## src/shared/hod_defs.vh

```
// Notes on behaviour
// - In drive-controlled homing only bits 0,1,2,3,5,6,7 and 8 of the option word take effect; the code also decodes bits 9 and 10 there.
// - In control-unit-controlled homing only bits 1,2,3 and 4 of the option word take effect.
// - Bit 0 picks travel direction, 0 toward increasing and 1 toward decreasing position.
// - Bit 1 picks the marker pulse after the home switch rising edge (0) or falling edge (1).
// - Bit 2 tells whether the home switch is wired to the control unit (0) or the drive (1).
// - With bit 5 set the home switch input is evaluated during homing.
// - Bit 6 at 0 evaluates the feedback marker pulse, at 1 ignores it.
// - Bit 7 at 0 stops anywhere, at 1 moves on to the reference position.
// - Bit 8 at 1 applies the homing distance in drive-controlled homing, at 0 it does not.
// - Bit 9 selects limit-switch homing and is valid only with bit 5 set and bit 10 clear.
// - Bit 10 selects positive-stop homing, valid only with bit 5 set and bit 9 clear, using clamp torque.
// - Drive-controlled homing clears feedback-valid at start and sets it only after a referenced stop.
`ifndef HOD_DEFS_VH
`define HOD_DEFS_VH
`define HOD_ADDR_OPT     2'h0
`define HOD_ADDR_CTRL    2'h1
`define HOD_ADDR_STAT    2'h2
`define HOD_OPT_RST      16'h0000
`define HOD_OPT_WMASK    16'h07ff
`define HOD_DRV_MASK     16'h01ef
`define HOD_CU_MASK      16'h001e
`define HOD_B_DIR        0
`define HOD_B_EDGE       1
`define HOD_B_SWDRV      2
`define HOD_B_EXTFB      3
`define HOD_B_ENONLY     4
`define HOD_B_SWEVAL     5
`define HOD_B_NOMARK     6
`define HOD_B_TOREF      7
`define HOD_B_DIST       8
`define HOD_B_LIMIT      9
`define HOD_B_PSTOP      10
`define HOD_C_DRV        0
`define HOD_C_CU         1
`define HOD_C_ABORT      2
`define HOD_S_BUSY       0
`define HOD_S_FBVALID    1
`define HOD_S_CONFERR    2
`define HOD_S_MODE_LO    3
`endif

```

## src/core/hod_combo_chk.v

```verilog
`default_nettype none
`include "hod_defs.vh"
module hod_combo_chk (
  // Option word
  input  wire [15:0] opt_word,
  // Verdict
  output wire        combo_bad
);
  wire lim_bad = opt_word[`HOD_B_LIMIT] &
                 (~opt_word[`HOD_B_SWEVAL] | opt_word[`HOD_B_PSTOP]);
  wire ps_bad  = opt_word[`HOD_B_PSTOP] &
                 (~opt_word[`HOD_B_SWEVAL] | opt_word[`HOD_B_LIMIT]);
  assign combo_bad = lim_bad | ps_bad;
endmodule
`default_nettype wire

```

## src/core/hod_top.v

```verilog
// The address map and the Avalon-MM interface to the registers were left to the implementer.
`default_nettype none
`include "hod_defs.vh"
module hod_top (
  // Clock and reset
  input  wire        clk_sys,
  input  wire        sys_rst,
  // Avalon-MM slave
  input  wire [1:0]  avs_address,
  input  wire        avs_read,
  input  wire        avs_write,
  input  wire [31:0] avs_writedata,
  input  wire [3:0]  avs_byteenable,
  output reg  [31:0] avs_readdata,
  output wire        avs_waitrequest,
  // Homing progress from motion logic
  input  wire        stopped_referenced,
  // Decoded options
  output reg         dir_negative,
  output reg         marker_after_fall,
  output reg         switch_at_drive,
  output reg         use_ext_feedback,
  output reg         enable_only,
  output reg         eval_home_switch,
  output reg         eval_marker,
  output reg         go_to_ref_pos,
  output reg         apply_home_dist,
  output reg         limit_switch_homing,
  output reg         positive_stop_homing,
  output reg         use_clamp_torque,
  // Status
  output reg         homing_active,
  output reg         fb_valid
);
  localparam ST_IDLE = 2'h0;
  localparam ST_DRV  = 2'h1;
  localparam ST_CU   = 2'h2;

  reg  [15:0] opt_q;
  reg  [1:0]  st_q;
  reg         rd_done_q;
  reg         wr_done_q;
  reg         ref_s1_q;
  reg         ref_s2_q;
  wire        combo_bad;
  wire [15:0] eff;

  // One wait cycle; turnaround keeps read data registered
  assign avs_waitrequest = (avs_read & ~rd_done_q) | (avs_write & ~wr_done_q);
  wire wr_fire = avs_write & ~wr_done_q;
  wire rd_fire = avs_read & ~rd_done_q;

  // Stop flag comes from another domain
  always @(posedge clk_sys) begin
    if (sys_rst) begin
      ref_s1_q <= 1'b0;
      ref_s2_q <= 1'b0;
    end else begin
      ref_s1_q <= stopped_referenced;
      ref_s2_q <= ref_s1_q;
    end
  end

  hod_combo_chk u_chk (
    .opt_word  (opt_q),
    .combo_bad (combo_bad)
  );

  function [15:0] be_merge;
    input [15:0] old;
    input [15:0] nw;
    input [1:0]  be;
    begin
      be_merge = {be[1] ? nw[15:8] : old[15:8], be[0] ? nw[7:0] : old[7:0]};
    end
  endfunction

  always @(posedge clk_sys) begin
    if (sys_rst) begin
      opt_q     <= `HOD_OPT_RST;
      st_q      <= ST_IDLE;
      fb_valid  <= 1'b0;
      rd_done_q <= 1'b0;
      wr_done_q <= 1'b0;
      avs_readdata <= 32'h0;
    end else begin
      rd_done_q <= rd_fire;
      wr_done_q <= wr_fire;
      if (wr_fire && avs_address == `HOD_ADDR_OPT && st_q == ST_IDLE)
        opt_q <= be_merge(opt_q, avs_writedata[15:0], avs_byteenable[1:0]) & `HOD_OPT_WMASK;
      case (st_q)
        ST_IDLE: begin
          if (wr_fire && avs_address == `HOD_ADDR_CTRL && avs_byteenable[0]) begin
            if (avs_writedata[`HOD_C_DRV] && !combo_bad) begin
              st_q <= ST_DRV;
              fb_valid <= 1'b0;
            end else if (avs_writedata[`HOD_C_CU]) begin
              st_q <= ST_CU;
            end
          end
        end
        ST_DRV: begin
          if (ref_s2_q) begin
            fb_valid <= 1'b1;
            st_q <= ST_IDLE;
          end else if (wr_fire && avs_address == `HOD_ADDR_CTRL &&
                       avs_writedata[`HOD_C_ABORT]) begin
            st_q <= ST_IDLE;
          end
        end
        ST_CU: begin
          if (wr_fire && avs_address == `HOD_ADDR_CTRL && avs_writedata[`HOD_C_ABORT])
            st_q <= ST_IDLE;
        end
        default: st_q <= ST_IDLE;
      endcase
      if (rd_fire) begin
        case (avs_address)
          `HOD_ADDR_OPT:  avs_readdata <= {16'h0, opt_q};
          `HOD_ADDR_STAT: avs_readdata <= {27'h0, st_q, combo_bad, fb_valid,
                                           st_q != ST_IDLE};
          default:        avs_readdata <= 32'h0;
        endcase
      end
    end
  end

  // Effective word per homing kind
  // Drive mask, unit mask, or zero while idle
  assign eff = (st_q == ST_DRV) ? (opt_q & `HOD_DRV_MASK) :
               (st_q == ST_CU)  ? (opt_q & `HOD_CU_MASK)  : 16'h0;

  always @(posedge clk_sys) begin
    if (sys_rst) begin
      dir_negative <= 1'b0;
      marker_after_fall <= 1'b0;
      switch_at_drive <= 1'b0;
      use_ext_feedback <= 1'b0;
      enable_only <= 1'b0;
      eval_home_switch <= 1'b0;
      eval_marker <= 1'b0;
      go_to_ref_pos <= 1'b0;
      apply_home_dist <= 1'b0;
      limit_switch_homing <= 1'b0;
      positive_stop_homing <= 1'b0;
      use_clamp_torque <= 1'b0;
      homing_active <= 1'b0;
    end else begin
      homing_active <= st_q != ST_IDLE;
      dir_negative <= eff[`HOD_B_DIR];
      marker_after_fall <= eff[`HOD_B_EDGE];
      switch_at_drive <= eff[`HOD_B_SWDRV];
      use_ext_feedback <= eff[`HOD_B_EXTFB];
      enable_only <= eff[`HOD_B_ENONLY];
      eval_home_switch <= eff[`HOD_B_SWEVAL];
      eval_marker <= (st_q != ST_IDLE) & ~eff[`HOD_B_NOMARK];
      go_to_ref_pos <= eff[`HOD_B_TOREF];
      apply_home_dist <= eff[`HOD_B_DIST];
      // Limit switch and positive stop modes, drive homing only
      limit_switch_homing <= (st_q == ST_DRV) & opt_q[`HOD_B_LIMIT] & ~combo_bad;
      positive_stop_homing <= (st_q == ST_DRV) & opt_q[`HOD_B_PSTOP] & ~combo_bad;
      use_clamp_torque <= (st_q == ST_DRV) & opt_q[`HOD_B_PSTOP] & ~combo_bad;
    end
  end
endmodule
`default_nettype wire

```

## config.mk

```make
export PLATFORM = sky130hd
export DESIGN_NAME = hod_top
export DESIGN_NICKNAME = d
export VERILOG_FILES = /design/src/core/hod_combo_chk.v /design/src/core/hod_top.v
export VERILOG_INCLUDE_DIRS = /design/src /design/src/shared
export SDC_FILE = /design/constraint.sdc
export NUM_CORES = 1
export LEC_CHECK = 0
export ABC_AREA = 1
export ABC_CLOCK_PERIOD_IN_PS = 1000
export BUFFER_PORTS_ARGS = -buffer_cell sky130_fd_sc_hd__buf_2
export CAP_MARGIN = 20
export CORE_MARGIN = 2
export CORE_UTILIZATION = 40
export CTS_CLUSTER_DIAMETER = 40
export CTS_CLUSTER_SIZE = 24
export DETAILED_ROUTE_END_ITERATION = 8
export PLACE_DENSITY = 0.79
export SETUP_SLACK_MARGIN = 0.15
export SKIP_CTS_REPAIR_TIMING = 1
export SLEW_MARGIN = 30
export SYNTH_ARGS = -nofsm -noshare
export SYNTH_HDL_FRONTEND = slang
export SYNTH_SLANG_ARGS = --single-unit
```

## constraint.sdc

```tcl
create_clock -name clk_sys -period 1 [get_ports clk_sys]
set_input_delay 0.15 -clock clk_sys [delete_from_list [all_inputs] [get_ports clk_sys]]
set_output_delay 0.15 -clock clk_sys [all_outputs]
set_load 0.01 [all_outputs]
```

[Yosys cells after proc, flatten, opt, wreduce, memory -nomap -nowiden]
Cells that the tools add are included.
Widths: inputs -> output; s select.
Operators by class
  equality and inequality tests: 8
  multiplexer cells: 13
  bitwise operators: 19
  reductions and logical operators: 16
Operator list (count)
  $pmux 11 s2: 1
  $mux 2: 5
  $and 1x1->1: 9
  $mux 9: 1
  $logic_and 1x1->1: 6
  $not 1->1: 6
  $pmux 2 s3: 1
  $reduce_and 2->1: 3
  $mux 5: 1
  $eq 2x1->1 const B: 2
  $eq 2x2->1 const B: 2
  $logic_not 2->1: 2
  $ne 2x1->1 const B: 2
  $or 1x1->1: 4
  $reduce_and 4->1: 1
  $reduce_bool 2->1: 2
  $mux 1: 3
  $ne 3x2->1 const B: 1
  $reduce_or 3->1: 1
  $ne 2x2->1 const B: 1
  $pmux 1 s2: 1
  $logic_not 1->1: 1
Word-level totals
  flip-flop bits (word level): 62
  input bits: 43
  output and inout bits: 47
  word-level logic and storage cells: 77

[Depth between registers and ports, before layout]
  word-level depth: 9
  gate-level depth with buffers: 8

[By module]
From an unflattened synthesis, not the netlist that was laid out.
Unflattened totals
  cell total of the unflattened synthesis: 254
  area total of the unflattened synthesis: 1844.3 µm²
Modules (own cells, without submodules)
  hod_top: instances 1, cells an instance 251, area each 1831.8 µm²
  hod_combo_chk: instances 1, cells an instance 3, area each 12.5 µm²

[Worst setup path after synthesis]
No wires, ideal clock.
  path type: flip-flop to flip-flop
  start: register wr_done_q
  end: register opt_q[7]
  setup time: 111 ps
  data arrival time: 899 ps
  slack: -10 ps
  cell stages (with the launch flop): 8
  path buffers: 1
  period minus slack after synthesis: 1010 ps
  cell sequence: dfxtp_1 inv_1 nand2_1 nor2_4 buf_4 nand4_1 nand2_1 nor2_1
On the way
  word-level cells in the longest chain between the ends: 5
RTL lines
  from (decl): line hod_top.v:42  | reg wr_done_q;
  from (signal assigned): line hod_top.v:88  | wr_done_q <= wr_fire;
  $not 1->1: line hod_top.v:50  | wire wr_fire = avs_write & ~wr_done_q;
  $and 1x1->1: line hod_top.v:50
  $logic_and 1x1->1 (no line)
  $logic_and 1x1->1: line hod_top.v:89  | if (wr_fire && avs_address == `HOD_ADDR_OPT && st_q == ST_IDLE)
  $reduce_and 2->1 (no line)
  to (signal assigned): line hod_top.v:80  | opt_q <= `HOD_OPT_RST;
  to (signal assigned): line hod_top.v:90  | opt_q <= be_merge(opt_q, avs_writedata[15:0], avs_byteenable[1:0]) & `HOD_OPT_WMASK;
  to (decl): line hod_top.v:39  | reg [15:0] opt_q;
Every way passes these cells.
A chain may end at the register's enable or synchronous reset.

[Worst setup path after layout]
  start: register wr_done_q
  end: register st_q[0]
On the way
  word-level cells in the longest chain between the ends: 7
  elaborated cells between the ends (all ways): 10
  those cells by class: eq/ne: 1; mux: 3; bitwise: 2; reduce/logical: 4
RTL lines
  $not 1->1 (*): line hod_top.v:50
  $and 1x1->1 (*): line hod_top.v:50
  $logic_and 1x1->1 (no line) (*)
  $logic_and 1x1->1: line hod_top.v:106, hod_top.v:112
  $mux 2 (2 in a row)
  $pmux 2 s3
  to (signal assigned): line hod_top.v:105  | st_q <= ST_IDLE;
  to (signal assigned): line hod_top.v:108  | st_q <= ST_IDLE;
  to (signal assigned): line hod_top.v:113  | st_q <= ST_IDLE;
  to (decl): line hod_top.v:40  | reg [1:0] st_q;
Mark *: on every way between the ends. The rest lies on a longest branch, timed or not.

==> summary.md <==
| Metric | Value |
|---|---|
| Peak supply drop | 0.622 mV |
| Hold_sp | sys_rst |
| Placeable Area | 4380 sq um |
| Overflow after GRT | 0 |
| Arrival time at the worst endpoint | approximately 1.5 ns |
| Crit start category | register |
| Period utilization | 122% |
| Clk Latency, worst-skew pair | 0.30 ns |
| Mapped Area | between 1500 and 2000 sq um |
| Pwr dens | approximately 1300 nW/um^2 |
| Die width | roughly 72 microns |
| WP buf/inv | 4 |
| Final worst path period need | approximately 1.2 ns |
| Post-DR vias/cell | around 4.6 |
| Largest net degree at the start of global routing | 14 |
| Starting density of the core | 41.7% |
| Final Util | 60.1% |
| Number of flops mapped to enable cells by yosys | 0 |
| Max Root-Sink Buffers | 2 |
| Crit-path cells | inv_1 > nand2_2 > buf_6 > buf_4 > inv_4 > nand3_1 > nand2_1 > nand2_1 > nor2_1 |
| Hold Path Class | input pin to register |
| DRT iter0 DRCs | a little over 80 |
| Post-synth ARST share | 0% |
| Final net count | between 300 and 400 |
| Number of global-route vias before repair | about 1500 |
| DIE AREA | 5130 sq um |
| Cell Rows | 24 |
| Failing checks | setup timing |
| Fin. max-slew vios | 0 |
| WL final | 4.51 mm |
| Status | complete, but fails checks |
| Mapped Avg Cell Area | around 7.3 sq um |
| Reg2Reg Depth | 9 |
| Tot GR Track Use | between 15 and 20% |
| Hold EP | rd_done_q$_SDFF_PP0_ |
| Reg2reg start | wr_done_q$_SDFF_PP0_ |
| Final hold viol count | 0 |
| Final setup vio count | 19 |
| Count leader, synth | nand2_1 |
| Crit path kind | register to register |
| H-tree levels | 2 |
| Hold Path Depth | 2 |
| Global-route wire length before repair | roughly 6.3 mm |
| Dominant delay contributor by cell family on the critical path | simple AND/OR/NAND/NOR gates |
| I/O pin total | 90 |
| Mapped Cells | around 250 |
| Layout Skew | about 0.0033 ns |
| Post-synth top cells | nand2_1 (54), dfxtp_1 (41), nor2_1 (38) |
| RSZ-0062 raised after global routing | true |
| R2r setup slk | -0.22 ns |
| Vias | roughly 1700 |
| Seq cells post-synth | 41 |
| Layout cells sized above 1 | a little over two fifths |
| Die height | just over 70 microns |
| Lkg Pwr | 1.26 nW |
| Synth area leaders | dfxtp_1 (45%), nand2_1 (11%), buf_4 (9.4%) |
| Routed Antenna Nets | 0 |
| Final setup margin | -0.216 ns |
| Prevailing post-synth register cell | dfxtp_1 |
| Synth area leader | dfxtp_1 |
| Max incr delay on CP | 0.30 ns |
| Crit end category | register |
| Drt drc | 0 |
| Biggest regs | avs_readdata x11, opt_q x11, st_q x2 |
| CTS buffer count | 5 |
| Worst EP required | 1.23 ns |
| WHS | 0.0924 ns |
| Clock transition at the registers of the reported paths | around 0.080 ns |
| Post-DP HPWL | slightly below 3 mm |
| Max Clk Rate | roughly 0.8 GHz |
| Most frequent CP cell | nand2_1 |
| Initial antenna violation count | 0 |
| Detailed Routing Iterations Pass 1 | 5 |
| Crit path launch | wr_done_q$_SDFF_PP0_ |
| Drt wl/cell | 12.0 microns |
| Gpl congestion | just over 0.8 |
| Ant. Diodes | 0 |
| Reg2reg end | st_q[0]$_SDFFE_PP0P_ |
| CP max-delay cell | dfxtp_1 |
| Seq/Total Area, Yosys | about 45% |
| Crit path max fanout | 2 |
| Root Buffer | clkbuf_8 |
| IO Port Bufs | 45 |
| Maxcap violations | 0 |
| CTS Sinks | 41 |
| Post-synth cell types | 23 |
| Area added between synthesis and finish | 44.0% |
| CTS tree | yes |
| Synthesis Warnings | 0 |
| Yosys top cell area share | around 45% |
-- cell type report --
type / instances / area, sq um
Tap cell: 52 / 65.1
Timing Repair Buffer: 76 / 599
Fill cell: 361 / 1750
Multi-Input combinational cell: 162 / 857
Inverter: 36 / 143
Sequential cell: 41 / 850
Clock buffer: 6 / 82.6
Clock inverter: 2 / 37.5
-- metrics by stage --
step	TNS (ns)	setup WS, ns	instance area, sq um	std cells	power, mW
3_5_place_dp	-1.67	-0.0982	2180	359	2.05
2_1_floorplan	0	0.0369	1920	269	1.98
3_3_place_gp	-1.06	-0.0772	2180	359	2.04
6_report	-1.57	-0.216	2630	375	3.49
4_1_cts	-1.22	-0.193	2300	367	3.42
5_1_grt	-3.03	-0.262	2630	375	3.59
-- power by group --
| part | internal, mW | switching (mW) | leakage (nW) | total [mW] |
|---|---|---|---|---|
| Combinational | 0.166 | 0.248 | 0.861 | 0.414 |
| Clock | 0.811 | 0.587 | 0.0574 | 1.40 |
| Sequential | 1.66 | 0.0200 | 0.343 | 1.68 |
-- worst register-to-register path: cells and delay by family (launching register included) --
| kind | cells | cell delay, ns |
|---|---|---|
| simple gates | 5 | 0.48 |
| buf+inv | 4 | 0.37 |
| flops | 1 | 0.30 |
-- routing by layer --
layer  GRT usage (%)  share of wire [%]  routed length [microns]
met3            4.92                6.3                      284
met5               0                  0                        0
met2            25.8                 51                     2290
met1            18.5                 41                     1850
met4            7.34                1.9                       84
-- layout by cell type (no fill, tap or decap) --
master,instances
dfxtp_1,20
buf_2,28
bufinv_16,1
nand3_4,1
conb_1,21
inv_4,3
nand3_1,5
inv_1,31
buf_6,23
nor2_1,30
clkbuf_8,6
nand2_1,45
nand2_2,5
a21oi_1,5
nand2_4,5
buf_12,1
a21boi_1,1
o211ai_1,1
inv_2,2
nor3_2,2
a21oi_2,1
dfxtp_4,1
buf_4,24
o21ai_2,2
o21ai_1,5
clkinvlp_4,1
nor3_1,4
nor2_4,7
nor2_2,6
o21ai_0,2
nand4_1,11
dfxtp_2,20
nor2_8,1
nand3_2,2
-- how the worst max path moves through the flow --
stage                     depth (start not counted)               endpoint  slack, ns
after global routing                              9   st_q[0]$_SDFFE_PP0P_      -0.26
after global placement                            8  opt_q[0]$_SDFFE_PP0P_      -0.08
final                                             9   st_q[0]$_SDFFE_PP0P_      -0.22
after CTS                                         5        avs_waitrequest      -0.19
after detailed placement                          8  opt_q[9]$_SDFFE_PP0P_       -0.1
after floorplan                                   5  fb_valid$_SDFFE_PP0P_       0.04
-- logic make-up (layout without fill, tap and decap cells) --
kind of cell	after synthesis	in the layout	share of synthesized area, %
buf+inv	66	120	19.0
simple gates	124	124	31.0
compound gates	17	17	4.92
other cells	1	21	0.205
flops	41	41	44.9
(Power assumes the default switching activity.)
